[config.mk]
export PLATFORM = sky130hd
export DESIGN_NAME = opt_timers
export DESIGN_NICKNAME = d
export VERILOG_FILES = /design/src/rtl/opt_pkg.sv /design/src/rtl/opt_div.sv /design/src/rtl/opt_timers.sv
export SDC_FILE = /design/constraint.sdc
export NUM_CORES = 2
export LEC_CHECK = 0
export BUFFER_PORTS_ARGS = -buffer_cell sky130_fd_sc_hd__buf_2
export CAP_MARGIN = 5
export CORE_MARGIN = 2
export CORE_UTILIZATION = 65
export DETAILED_ROUTE_END_ITERATION = 6
export PLACE_DENSITY = 0.85
export SLEW_MARGIN = 20
export SYNTH_ARGS = -nofsm -noshare
export SYNTH_HDL_FRONTEND = slang
export SYNTH_HIERARCHICAL = 1
export SYNTH_SLANG_ARGS = --single-unit
[constraint.sdc]
create_clock -name sys_clk -period 11.6 [get_ports sys_clk]
set_input_delay 3.48 -clock sys_clk [delete_from_list [all_inputs] [get_ports sys_clk]]
set_output_delay 3.48 -clock sys_clk [all_outputs]
set_load 0.05 [all_outputs]
[src/rtl/opt_pkg.sv]
package opt_pkg;

   // sizes of the timer block
   localparam int NUM_TMR = 4;
   localparam int RAW_W = 12;
   localparam int BASE_W = 16;
   localparam int ABS_W = 28;
   localparam int DIV_W = 29;
   localparam int ADDR_W = 4;
   localparam int DATA_W = 32;
   localparam int CNT_W = 5;

   // clock and microsecond tick
   localparam int CLK_PERIOD_NS = 10;
   localparam int US_NS = 1000;
   localparam int US_CYCLES = US_NS / CLK_PERIOD_NS;
   localparam logic [6:0] PRES_LAST = 7'(US_CYCLES - 1);

   // value limits and reset values
   localparam logic [RAW_W-1:0] RAW_MAX = 12'hFFF;
   localparam logic [RAW_W-1:0] RAW_ONE = 12'h001;
   localparam logic [RAW_W-1:0] DLY_RAW_RST = 12'h000;
   localparam logic [RAW_W-1:0] DUR_RAW_RST = 12'h001;
   localparam logic [BASE_W-1:0] BASE_RST = 16'h0001;
   localparam logic [BASE_W-1:0] BASE_MIN = 16'h0001;
   localparam logic [BASE_W-1:0] BASE_MAX = 16'hFFFF;
   localparam logic [ABS_W-1:0] ABS_MAX = 28'hFFFFFFF;
   localparam logic [1:0] TRIG_EXPO_START = 2'h1;

   // register word addresses
   localparam logic [ADDR_W-1:0] A_TIMER_SEL = 4'h0;
   localparam logic [ADDR_W-1:0] A_TRIG_SRC = 4'h1;
   localparam logic [ADDR_W-1:0] A_DLY_RAW = 4'h2;
   localparam logic [ADDR_W-1:0] A_DLY_ABS = 4'h3;
   localparam logic [ADDR_W-1:0] A_DLY_BASE = 4'h4;
   localparam logic [ADDR_W-1:0] A_DUR_RAW = 4'h5;
   localparam logic [ADDR_W-1:0] A_DUR_ABS = 4'h6;
   localparam logic [ADDR_W-1:0] A_DUR_BASE = 4'h7;
   localparam logic [ADDR_W-1:0] A_LINE_SEL = 4'h8;
   localparam logic [ADDR_W-1:0] A_LINE_INV = 4'h9;
   localparam logic [ADDR_W-1:0] A_USER_EN = 4'hA;
   localparam logic [ADDR_W-1:0] A_USER_VAL = 4'hB;
   localparam logic [ADDR_W-1:0] A_STATUS = 4'hC;

   typedef enum logic [1:0] {PH_IDLE, PH_DELAY, PH_PULSE} opt_phase_t;

   typedef struct packed {
      opt_phase_t phase;
      logic [BASE_W-1:0] bcnt;
      logic [RAW_W-1:0] rcnt;
   } opt_tmr_t;

   typedef struct packed {
      logic wr;
      logic rd;
      logic [ADDR_W-1:0] addr;
      logic [DATA_W-1:0] wdata;
   } opt_bus_req_t;

endpackage

[src/rtl/opt_div.sv]
`timescale 1ns/1ns
`default_nettype none

module opt_div
   import opt_pkg::*;
(
   input wire logic sys_clk,
   input wire logic rst,
   input wire logic start,
   input wire logic [DIV_W-1:0] dividend,
   input wire logic [BASE_W-1:0] divisor,
   output logic done,
   output logic [DIV_W-1:0] quotient
);

   typedef struct packed {
      logic busy;
      logic done;
      logic [CNT_W-1:0] cnt;
      logic [BASE_W-1:0] rem;
      logic [BASE_W-1:0] den;
      logic [DIV_W-1:0] quo;
   } opt_div_state_t;

   opt_div_state_t s;
   opt_div_state_t next_s;

   // restoring division, one quotient bit per clock
   always_comb begin
      logic [BASE_W:0] t;
      t = '0;
      next_s = s;
      next_s.done = 1'b0;
      if (start) begin
         next_s.busy = 1'b1;
         next_s.cnt = '0;
         next_s.rem = '0;
         next_s.quo = dividend;
         next_s.den = divisor;
      end else if (s.busy) begin
         t = {s.rem, s.quo[DIV_W-1]};
         next_s.quo = {s.quo[DIV_W-2:0], 1'b0};
         if (t >= {1'b0, s.den}) begin
            t = t - {1'b0, s.den};
            next_s.quo[0] = 1'b1;
         end
         next_s.rem = t[BASE_W-1:0];
         if (s.cnt == CNT_W'(DIV_W - 1)) begin
            next_s.busy = 1'b0;
            next_s.done = 1'b1;
         end else begin
            next_s.cnt = s.cnt + 5'h01;
         end
      end
      if (rst) begin
         next_s = '0;
      end
   end

   // state register
   always_ff @(posedge sys_clk) begin
      s <= next_s;
   end

   assign done = s.done;
   assign quotient = s.quo;

endmodule

`default_nettype wire

[src/rtl/opt_timers.sv]
`timescale 1ns/1ns
`default_nettype none

module opt_timers
   import opt_pkg::*;
(
   input wire logic sys_clk,
   input wire logic rst,
   input wire opt_bus_req_t bus,
   input wire logic expo_start,
   output logic [DATA_W-1:0] rdata,
   output logic [NUM_TMR-1:0] out_line
);

   typedef struct packed {
      logic [1:0] tsel;
      logic [1:0] lsel;
      logic [NUM_TMR-1:0][1:0] trig;
      logic [NUM_TMR-1:0][RAW_W-1:0] dly;
      logic [NUM_TMR-1:0][RAW_W-1:0] dur;
      logic [BASE_W-1:0] dbase;
      logic [BASE_W-1:0] ubase;
      logic [NUM_TMR-1:0] inv;
      logic [NUM_TMR-1:0] user_en;
      logic [NUM_TMR-1:0] user_val;
      logic [6:0] pres;
      logic us_tick;
      logic [2:0] sync;
      opt_tmr_t [NUM_TMR-1:0] tmr;
      logic [NUM_TMR-1:0] line;
      logic [DATA_W-1:0] rdata;
      logic div_busy;
      logic div_kind;
      logic [1:0] div_idx;
   } opt_state_t;

   opt_state_t s;
   opt_state_t next_s;

   logic trig_edge;
   logic div_start;
   logic div_is_dur;
   logic [BASE_W-1:0] div_base;
   logic [ABS_W-1:0] abs_in;
   logic [DIV_W-1:0] div_num;
   logic div_done;
   logic [DIV_W-1:0] div_quo;
   logic [ABS_W-1:0] dly_abs_cur;
   logic [ABS_W-1:0] dur_abs_cur;

   // product of raw count and time base, the absolute time in microseconds
   function automatic logic [ABS_W-1:0] abs_of(input logic [RAW_W-1:0] raw,
                                                input logic [BASE_W-1:0] base);
      return ABS_W'(raw) * ABS_W'(base);
   endfunction

   // clamp a written or computed count into the raw range
   function automatic logic [RAW_W-1:0] sat_raw(input logic [DATA_W-1:0] v,
                                                 input logic min_one);
      if (v > DATA_W'(RAW_MAX)) begin
         return RAW_MAX;
      end else if (min_one && (v == '0)) begin
         return RAW_ONE;
      end
      return v[RAW_W-1:0];
   endfunction

   // clamp a written time base into its range, never below one microsecond
   function automatic logic [BASE_W-1:0] sat_base(input logic [DATA_W-1:0] v);
      if (v == '0) begin
         return BASE_MIN;
      end else if (v > DATA_W'(BASE_MAX)) begin
         return BASE_MAX;
      end
      return v[BASE_W-1:0];
   endfunction

   // last microsecond of one time-base unit
   function automatic logic unit_done(input logic [BASE_W-1:0] cnt,
                                      input logic [BASE_W-1:0] base);
      return cnt >= (base - BASE_MIN);
   endfunction

   // exposure start edge, seen on the second synchroniser stage
   assign trig_edge = s.sync[1] & ~s.sync[2];

   // absolute-to-raw conversion: add half a base so the quotient rounds
   assign div_is_dur = (bus.addr == A_DUR_ABS);
   assign div_start = bus.wr && !s.div_busy && ((bus.addr == A_DLY_ABS) || div_is_dur);
   assign div_base = div_is_dur ? s.ubase : s.dbase;
   assign abs_in = (bus.wdata > DATA_W'(ABS_MAX)) ? ABS_MAX : bus.wdata[ABS_W-1:0];
   assign div_num = DIV_W'(abs_in) + DIV_W'(div_base >> 1);

   // absolute readback of the selected timer
   assign dly_abs_cur = abs_of(s.dly[s.tsel], s.dbase);
   assign dur_abs_cur = abs_of(s.dur[s.tsel], s.ubase);

   opt_div u_div (
      .sys_clk(sys_clk),
      .rst(rst),
      .start(div_start),
      .dividend(div_num),
      .divisor(div_base),
      .done(div_done),
      .quotient(div_quo)
   );

   // whole next state: tick, sync, timers, lines, registers
   always_comb begin
      opt_tmr_t t;
      logic [NUM_TMR-1:0] act;
      logic src;
      t = '0;
      act = '0;
      src = 1'b0;
      next_s = s;
      next_s.rdata = '0;

      // microsecond prescaler
      next_s.us_tick = (s.pres == PRES_LAST);
      next_s.pres = next_s.us_tick ? '0 : s.pres + 7'h01;

      // two-stage synchroniser plus one stage for edge detection
      next_s.sync = {s.sync[1], s.sync[0], expo_start};

      // per-timer delay-then-pulse sequence
      for (int i = 0; i < NUM_TMR; i++) begin
         t = s.tmr[i];
         unique case (t.phase)
            PH_IDLE: begin
               if (trig_edge && (s.trig[i] == TRIG_EXPO_START)) begin
                  t.bcnt = '0;
                  t.rcnt = '0;
                  t.phase = (s.dly[i] == '0) ? PH_PULSE : PH_DELAY;
               end
            end
            PH_DELAY: begin
               if (s.us_tick) begin
                  if (unit_done(t.bcnt, s.dbase)) begin
                     t.bcnt = '0;
                     if ((t.rcnt + RAW_ONE) >= s.dly[i]) begin
                        t.rcnt = '0;
                        t.phase = PH_PULSE;
                     end else begin
                        t.rcnt = t.rcnt + RAW_ONE;
                     end
                  end else begin
                     t.bcnt = t.bcnt + BASE_MIN;
                  end
               end
            end
            PH_PULSE: begin
               if (s.us_tick) begin
                  if (unit_done(t.bcnt, s.ubase)) begin
                     t.bcnt = '0;
                     if ((t.rcnt + RAW_ONE) >= s.dur[i]) begin
                        t.rcnt = '0;
                        t.phase = PH_IDLE;
                     end else begin
                        t.rcnt = t.rcnt + RAW_ONE;
                     end
                  end else begin
                     t.bcnt = t.bcnt + BASE_MIN;
                  end
               end
            end
            default: begin
               t.phase = PH_IDLE;
            end
         endcase
         next_s.tmr[i] = t;
         act[i] = (s.tmr[i].phase != PH_IDLE);
         // timer i feeds line i, or the software value, then the inverter
         src = s.user_en[i] ? s.user_val[i] : (t.phase == PH_PULSE);
         next_s.line[i] = src ^ s.inv[i];
      end

      // register writes, per-timer fields go to the selected timer
      if (bus.wr) begin
         unique case (bus.addr)
            A_TIMER_SEL: next_s.tsel = bus.wdata[1:0];
            A_TRIG_SRC: begin
               if (bus.wdata[1:0] == TRIG_EXPO_START) begin
                  next_s.trig[s.tsel] = TRIG_EXPO_START;
               end
            end
            A_DLY_RAW: next_s.dly[s.tsel] = sat_raw(bus.wdata, 1'b0);
            A_DLY_BASE: next_s.dbase = sat_base(bus.wdata);
            A_DUR_RAW: next_s.dur[s.tsel] = sat_raw(bus.wdata, 1'b1);
            A_DUR_BASE: next_s.ubase = sat_base(bus.wdata);
            A_LINE_SEL: next_s.lsel = bus.wdata[1:0];
            A_LINE_INV: next_s.inv[s.lsel] = bus.wdata[0];
            A_USER_EN: next_s.user_en = bus.wdata[NUM_TMR-1:0];
            A_USER_VAL: next_s.user_val = bus.wdata[NUM_TMR-1:0];
            default: begin
            end
         endcase
      end

      // start of an absolute conversion remembers its target
      if (div_start) begin
         next_s.div_busy = 1'b1;
         next_s.div_kind = div_is_dur;
         next_s.div_idx = s.tsel;
      end

      // finished conversion stores the rounded raw count
      if (div_done) begin
         next_s.div_busy = 1'b0;
         if (s.div_kind) begin
            next_s.dur[s.div_idx] = sat_raw({3'h0, div_quo}, 1'b1);
         end else begin
            next_s.dly[s.div_idx] = sat_raw({3'h0, div_quo}, 1'b0);
         end
      end

      // register reads, data appear in the following cycle
      if (bus.rd) begin
         unique case (bus.addr)
            A_TIMER_SEL: next_s.rdata = {30'h0, s.tsel};
            A_TRIG_SRC: next_s.rdata = {30'h0, s.trig[s.tsel]};
            A_DLY_RAW: next_s.rdata = {20'h0, s.dly[s.tsel]};
            A_DLY_ABS: next_s.rdata = {4'h0, dly_abs_cur};
            A_DLY_BASE: next_s.rdata = {16'h0, s.dbase};
            A_DUR_RAW: next_s.rdata = {20'h0, s.dur[s.tsel]};
            A_DUR_ABS: next_s.rdata = {4'h0, dur_abs_cur};
            A_DUR_BASE: next_s.rdata = {16'h0, s.ubase};
            A_LINE_SEL: next_s.rdata = {30'h0, s.lsel};
            A_LINE_INV: next_s.rdata = {31'h0, s.inv[s.lsel]};
            A_USER_EN: next_s.rdata = {28'h0, s.user_en};
            A_USER_VAL: next_s.rdata = {28'h0, s.user_val};
            A_STATUS: next_s.rdata = {23'h0, s.div_busy, act, s.line};
            default: next_s.rdata = '0;
         endcase
      end

      // synchronous reset values
      if (rst) begin
         next_s = '0;
         next_s.dbase = BASE_RST;
         next_s.ubase = BASE_RST;
         for (int i = 0; i < NUM_TMR; i++) begin
            next_s.dly[i] = DLY_RAW_RST;
            next_s.dur[i] = DUR_RAW_RST;
            next_s.trig[i] = TRIG_EXPO_START;
            next_s.tmr[i].phase = PH_IDLE;
         end
      end
   end

   // state register
   always_ff @(posedge sys_clk) begin
      s <= next_s;
   end

   // outputs straight from the state register
   assign rdata = s.rdata;
   assign out_line = s.line;
endmodule

`default_nettype wire

* Word-level counts from Yosys, hierarchy flattened
Index checks and enable logic that the tools add are counted.
Word-level totals: register bits after elaboration 391, bits of input ports 41, output and inout port bits 36, logic and storage cells 357
Cells by class: add/subtract/negate cells 14, multipliers 2, $lt $le $gt $ge 27, equal/unequal tests 51, mux-type cells 153, bitwise logic cells 12, reductions and logical operators 53
Operator list (number):
- two-way mux 12 bit | 38
- one-hot mux 28 bit (13 select lines) | 1
- two-way mux 30 bit | 12
- one-hot mux 28 bit (3 select lines) | 4
- two-way mux 16 bit | 16
- bitwise mux 48 bit | 4
- two-way mux 48 bit | 4
- two-way mux 140 bit | 1
- >= comparator 16 bit | 8
- >= comparator 12 bit | 8
- two-way mux 96 bit | 1
- adder 16 x 1 -> 16 bit, second input constant | 4
- two-way mux 29 bit | 2
- multiplier 12 x 16 -> 28 bit | 2
- adder 12 x 1 -> 12 bit, second input constant | 4
- binary-select mux 12 bit (select 2 bit) | 2
- demux 12 bit (select 2 bit) | 2
- logical NOT 12 bit | 4
- two-way mux 2 bit | 23
- inequality test 2 bit, second input constant | 20
- > comparator 32 x 12 -> 1 bit, second input constant | 1
- > comparator 32 x 16 -> 1 bit, second input constant | 1
- > comparator 32 x 28 -> 1 bit, second input constant | 1
- logical NOT 32 bit | 1
- other kinds (48) | 148

* Logic depth before layout (Yosys ltp)
depth after elaboration 14, mapped depth 26, gate-level depth less buffers 22

* Hierarchy
The synthesis kept the hierarchy.
By module, submodules not included:
- opt_timers | times used 1, cells each 4417, area an instance 35167.5 um2, seq. area each 6386.1 um2
- opt_div | times used 1, cells each 508, area an instance 4082.7 um2, seq. area each 1361.3 um2

* Worst setup path after synthesis
No wires, ideal clock.
path type input -> register, from in bus[28] (netlist bit), to reg u_div.s (netlist bit u_div/quotient[16]), setup time 0.128 ns, data arrival time 7.149 ns, required time 11.472 ns, path slack 4.324 ns, stages 16, path buffers 1, cell sequence nor4_1 > clkbuf_1 > nand2b_1 > ha_1 > fa_1 > a211oi_1 > nor2_1 > or4_1 > o2111ai_1 > o21ai_0 > o211ai_1 > o21ai_0 > nand2b_1 > o21a_1 > a21oi_1 > nor2_1
Between the ends: longest elaborated chain between the ends 4
Ends and longest elaborated chain:
- from (decl) | RTL line opt_timers.sv:9 | input wire opt_bus_req_t bus,
- > comparator 32 x 28 -> 1 bit | RTL line opt_timers.sv:91 | assign abs_in = (bus.wdata > DATA_W'(ABS_MAX)) ? ABS_MAX : bus.wdata[ABS_W-1:0];
- two-way mux 28 bit | RTL line opt_timers.sv:91
- adder 28 x 15 -> 29 bit | RTL line opt_timers.sv:92 | assign div_num = DIV_W'(abs_in) + DIV_W'(div_base >> 1);
- net div_num[16] | RTL line opt_timers.sv:45 | logic [DIV_W-1:0] div_num;
- two-way mux 29 bit | RTL line opt_div.sv:34 | if (start) begin
- to (signal assigned) | RTL line opt_div.sv:62 | s <= next_s;
- to (decl) | RTL line opt_div.sv:25 | opt_div_state_t s;
The timed path passes the listed nets, and every way through them passes these cells. A chain may end at the register's enable or synchronous reset.

* Worst setup path in the final report
from in bus[34] (netlist bit), to reg u_div.s (netlist bit u_div/quotient[22])
Between the ends: longest elaborated chain between the ends 4, elaborated cells between the ends (all ways) 8, classes of those cells add/sub: 1; eq/ne: 2; mux: 2; reduce/logical: 3
Ends and longest elaborated chain:
- equality test 4 x 3 -> 1 bit | RTL line opt_timers.sv:88 | assign div_is_dur = (bus.addr == A_DUR_ABS);
- two-way mux 16 bit | RTL line opt_timers.sv:90 | assign div_base = div_is_dur ? s.ubase : s.dbase;
- net div_base[1] | RTL line opt_timers.sv:43 | logic [BASE_W-1:0] div_base;
- adder 28 x 15 -> 29 bit | RTL line opt_timers.sv:92
- net div_num[22] | RTL line opt_timers.sv:45
- two-way mux 29 bit | RTL line opt_div.sv:34
The timed path passes the listed nets, and every way through them passes these cells.

==> results.cfg <==
[worst_setup_path]
cp_common_cell = o21ai_0
cp_data_required_time_ps = 12050
cp_num_buf_inv = 1
ff2ff_path_depth = 21
path_cells = buf_2 > nand2b_1 > nor2_2 > o21ai_0 > ha_1 > fa_1 > a211oi_1 > nor2_1 > or4_1 > o2111ai_1 > o21ai_0 > o211ai_1 > o21ai_0 > nand2b_1 > o21a_1 > a21oi_1 > nor2_1
crit_type = input pin to register
critPathArrivalTime_ps = 8140
crit_path_end_kind = register
crit_fanout = 19
cp_slowest_cell = nor2_2
cp-start-kind = input pin
crit_family = simple AND/OR/NAND/NOR gates
crit_path_max_incr_delay_ps = 750
cp.depth = 17

[final_layout]
final_util = 0.686
syn_to_final_growth_pct = 4.96
nets = 5538
drive_above_1_share = 0.0588

[clock_network]
post_cts_buffers = 0
hold_buffers = 0
cts_tree = done
clk_pin_slew_ps = 60
clock_latency_ps = 610
cts.path.max_buffers = 3
cts_root_buf = clkbuf_16
cts_resized = 0
clock_sinks = 387
cts_buffers = 44
h-tree-depth = 2

[logic_synthesis]
avgSynthCellArea_um2 = 7.97
synth_warnings = 6
synthArstFlopShare = 0
ys_ff_latch = 387
ys_seq_area_frac = 0.197
synthesis.area_um2 = 39300
syn_inst = 4925
yosysMostFrequentCell = nor2_1
yosysTopAreaCellShare = 0.197
synth_edf_count = 0
synth.largest_area_cell = dfxtp_1
synth_common_cells = nor2_1 (641), inv_1 (533), nand2_1 (498), ha_1 (416), dfxtp_1 (387)
synth_area_leaders = dfxtp_1 (20%), fa_1 (14%), ha_1 (13%)
synth.distinct_cells = 86
synth_ff_type = dfxtp_1

[pwr]
p_leak_nw = 18.6
p_per_area_nw_per_um2 = 81.5
vdd_drop_max_uv = 118

[status]
violations = DRC
run_status = finished with violations

[sta]
worst_slew_pin_slew_ps = 1250
final.period_utilization = 0.663
slew_viol_final = 0
fin_tns_setup_ps = 0
relSlewSlack = 0.167
fin_worst_skew_ps = 22.1
finalHoldViolCount = 0
rsz0062_at_grt = no
fmax_mhz = 130
fin_crit_ps = 7690
setup_viol = 0

[detailed_routing]
drt_pass1_iterations = 7
vias_per_cell = 6.38
drt_iter0_drc = 4231
num_vias = 35829
wl_per_cell_um = 21.2
routed_wl_um = 119000
drc = 2
ant_nets = 0

[global_routing]
overflow = 0
grt_max_degree = 210
antenna_found_initial = 5
grt_pass1_wl_um = 186000
grt_pass1_vias = 34296
grtUsageTotal = 0.378

[die]
initial_core_util = 0.654
fp.dieH_um = 250
row_count = 90
die-area_um2 = 62400
pin_count = 77
core-area_um2 = 60000
die_w_um = 250

[place]
place.gp.congestion = 1.03
port_buffers = 72
hpwl_um = 90700

[min_path]
worstHoldPathCells = 1
hold_class = register to register

[job]
maxCapViolations = 0
-- power by group --
part           switching (mW)  total (mW)  internal [mW]
registers              0.0237        1.37           1.34
clock network           0.623        1.50          0.872
logic                   0.344       0.493          0.149
-- metal layers --
layer / vias to the layer above / GRT usage / wire length (um)
li1: 16274 / - / -
met1: 16864 / 0.486 / 44800
met2: 2194 / 0.588 / 51700
met3: 495 / 0.0822 / 14700
met4: 2 / 0.220 / 7790
met5: - / 0 / 11
-- state kept, by name, indices dropped and copies added, names as in the netlist, named ones only --
signal,flops
out_line,4
u_div/s,38
u_div/done,1
u_div/quotient,29
s,283
rdata,28
-- cells in the final DEF (no fill, tap or decap), types with 78 or more instances in the layout --
cell type	instances
nor2_1	639
inv_1	533
nand2_1	498
ha_1	416
dfxtp_1	385
a21oi_1	371
fa_1	282
o21ai_0	144
and2_1	143
a211oi_1	102
xor2_1	101
nand3_1	93
xnor2_1	78
-- cell families (layout without fill, tap and decap cells) --
logic type / after synthesis / count (layout) / share of synthesized area
AND/OR/NAND/NOR: 1804 / 1804 / 0.218
multiplexers: 92 / 92 / 0.0321
AO/OA/AOI/OAI: 925 / 925 / 0.148
adder cells (fa/ha/maj): 698 / 698 / 0.276
flip-flops: 387 / 387 / 0.197
buffers and inverters: 839 / 741 / 0.0879
XOR/XNOR: 179 / 179 / 0.0399
other: 1 / 8 / 0.0000955
-- layout make-up --
cell class | instances | area, um2
Tap cell | 782 | 978
Timing Repair Buffer | 131 | 826
Fill cell | 4786 | 18800
Multi-Input combinational cell | 3702 | 28100
Antenna cell | 4 | 10.0
Sequential cell | 387 | 7750
Inverter | 533 | 2000
Clock buffer | 59 | 1250
Clock inverter | 18 | 273
-- worst paths after layout --
check             slack [ps]                start                         endpoint
setup reg to reg        4240  s[321]$_SDFFE_PP0P_             rdata[27]$_SDFF_PP0_
setup / recovery        3910              bus[34]  u_div/quotient[22]$_SDFFE_PP0P_
hold / removal           440    s[164]$_SDFF_PP0_                s[164]$_SDFF_PP0_
hold reg to reg          440    s[164]$_SDFF_PP0_                s[164]$_SDFF_PP0_
-- worst reg2reg max path, cell delays in order (launching register included) --
cell	delay, ps
dfxtp_2	390
buf_4	480
mux4_2	830
nand2_1	200
fa_1	470
fa_1	520
inv_1	40
ha_1	300
fa_1	530
inv_1	50
fa_1	520
inv_1	40
ha_1	340
a2111oi_0	590
o31a_1	240
o211ai_1	190
o21ai_0	430
o21ai_0	260
a41oi_1	380
mux2i_1	120
a211oi_1	200
o21ai_0	100
-- metrics by stage --
step | setup slack [ps] | area (um2) | hold WS, ps | power, mW | std cells
floorplan | 4320 | 39300 | 413 | 1.72 | 4928
global placement | 3580 | 39700 | 419 | 1.86 | 5535
detailed placement | 3460 | 39700 | 436 | 1.87 | 5535
CTS | 4060 | 41200 | 445 | 3.34 | 5612
global route | 3580 | 41200 | 458 | 3.43 | 5614
finish | 3910 | 41200 | 444 | 3.36 | 5616
(Power assumes the default switching activity.)
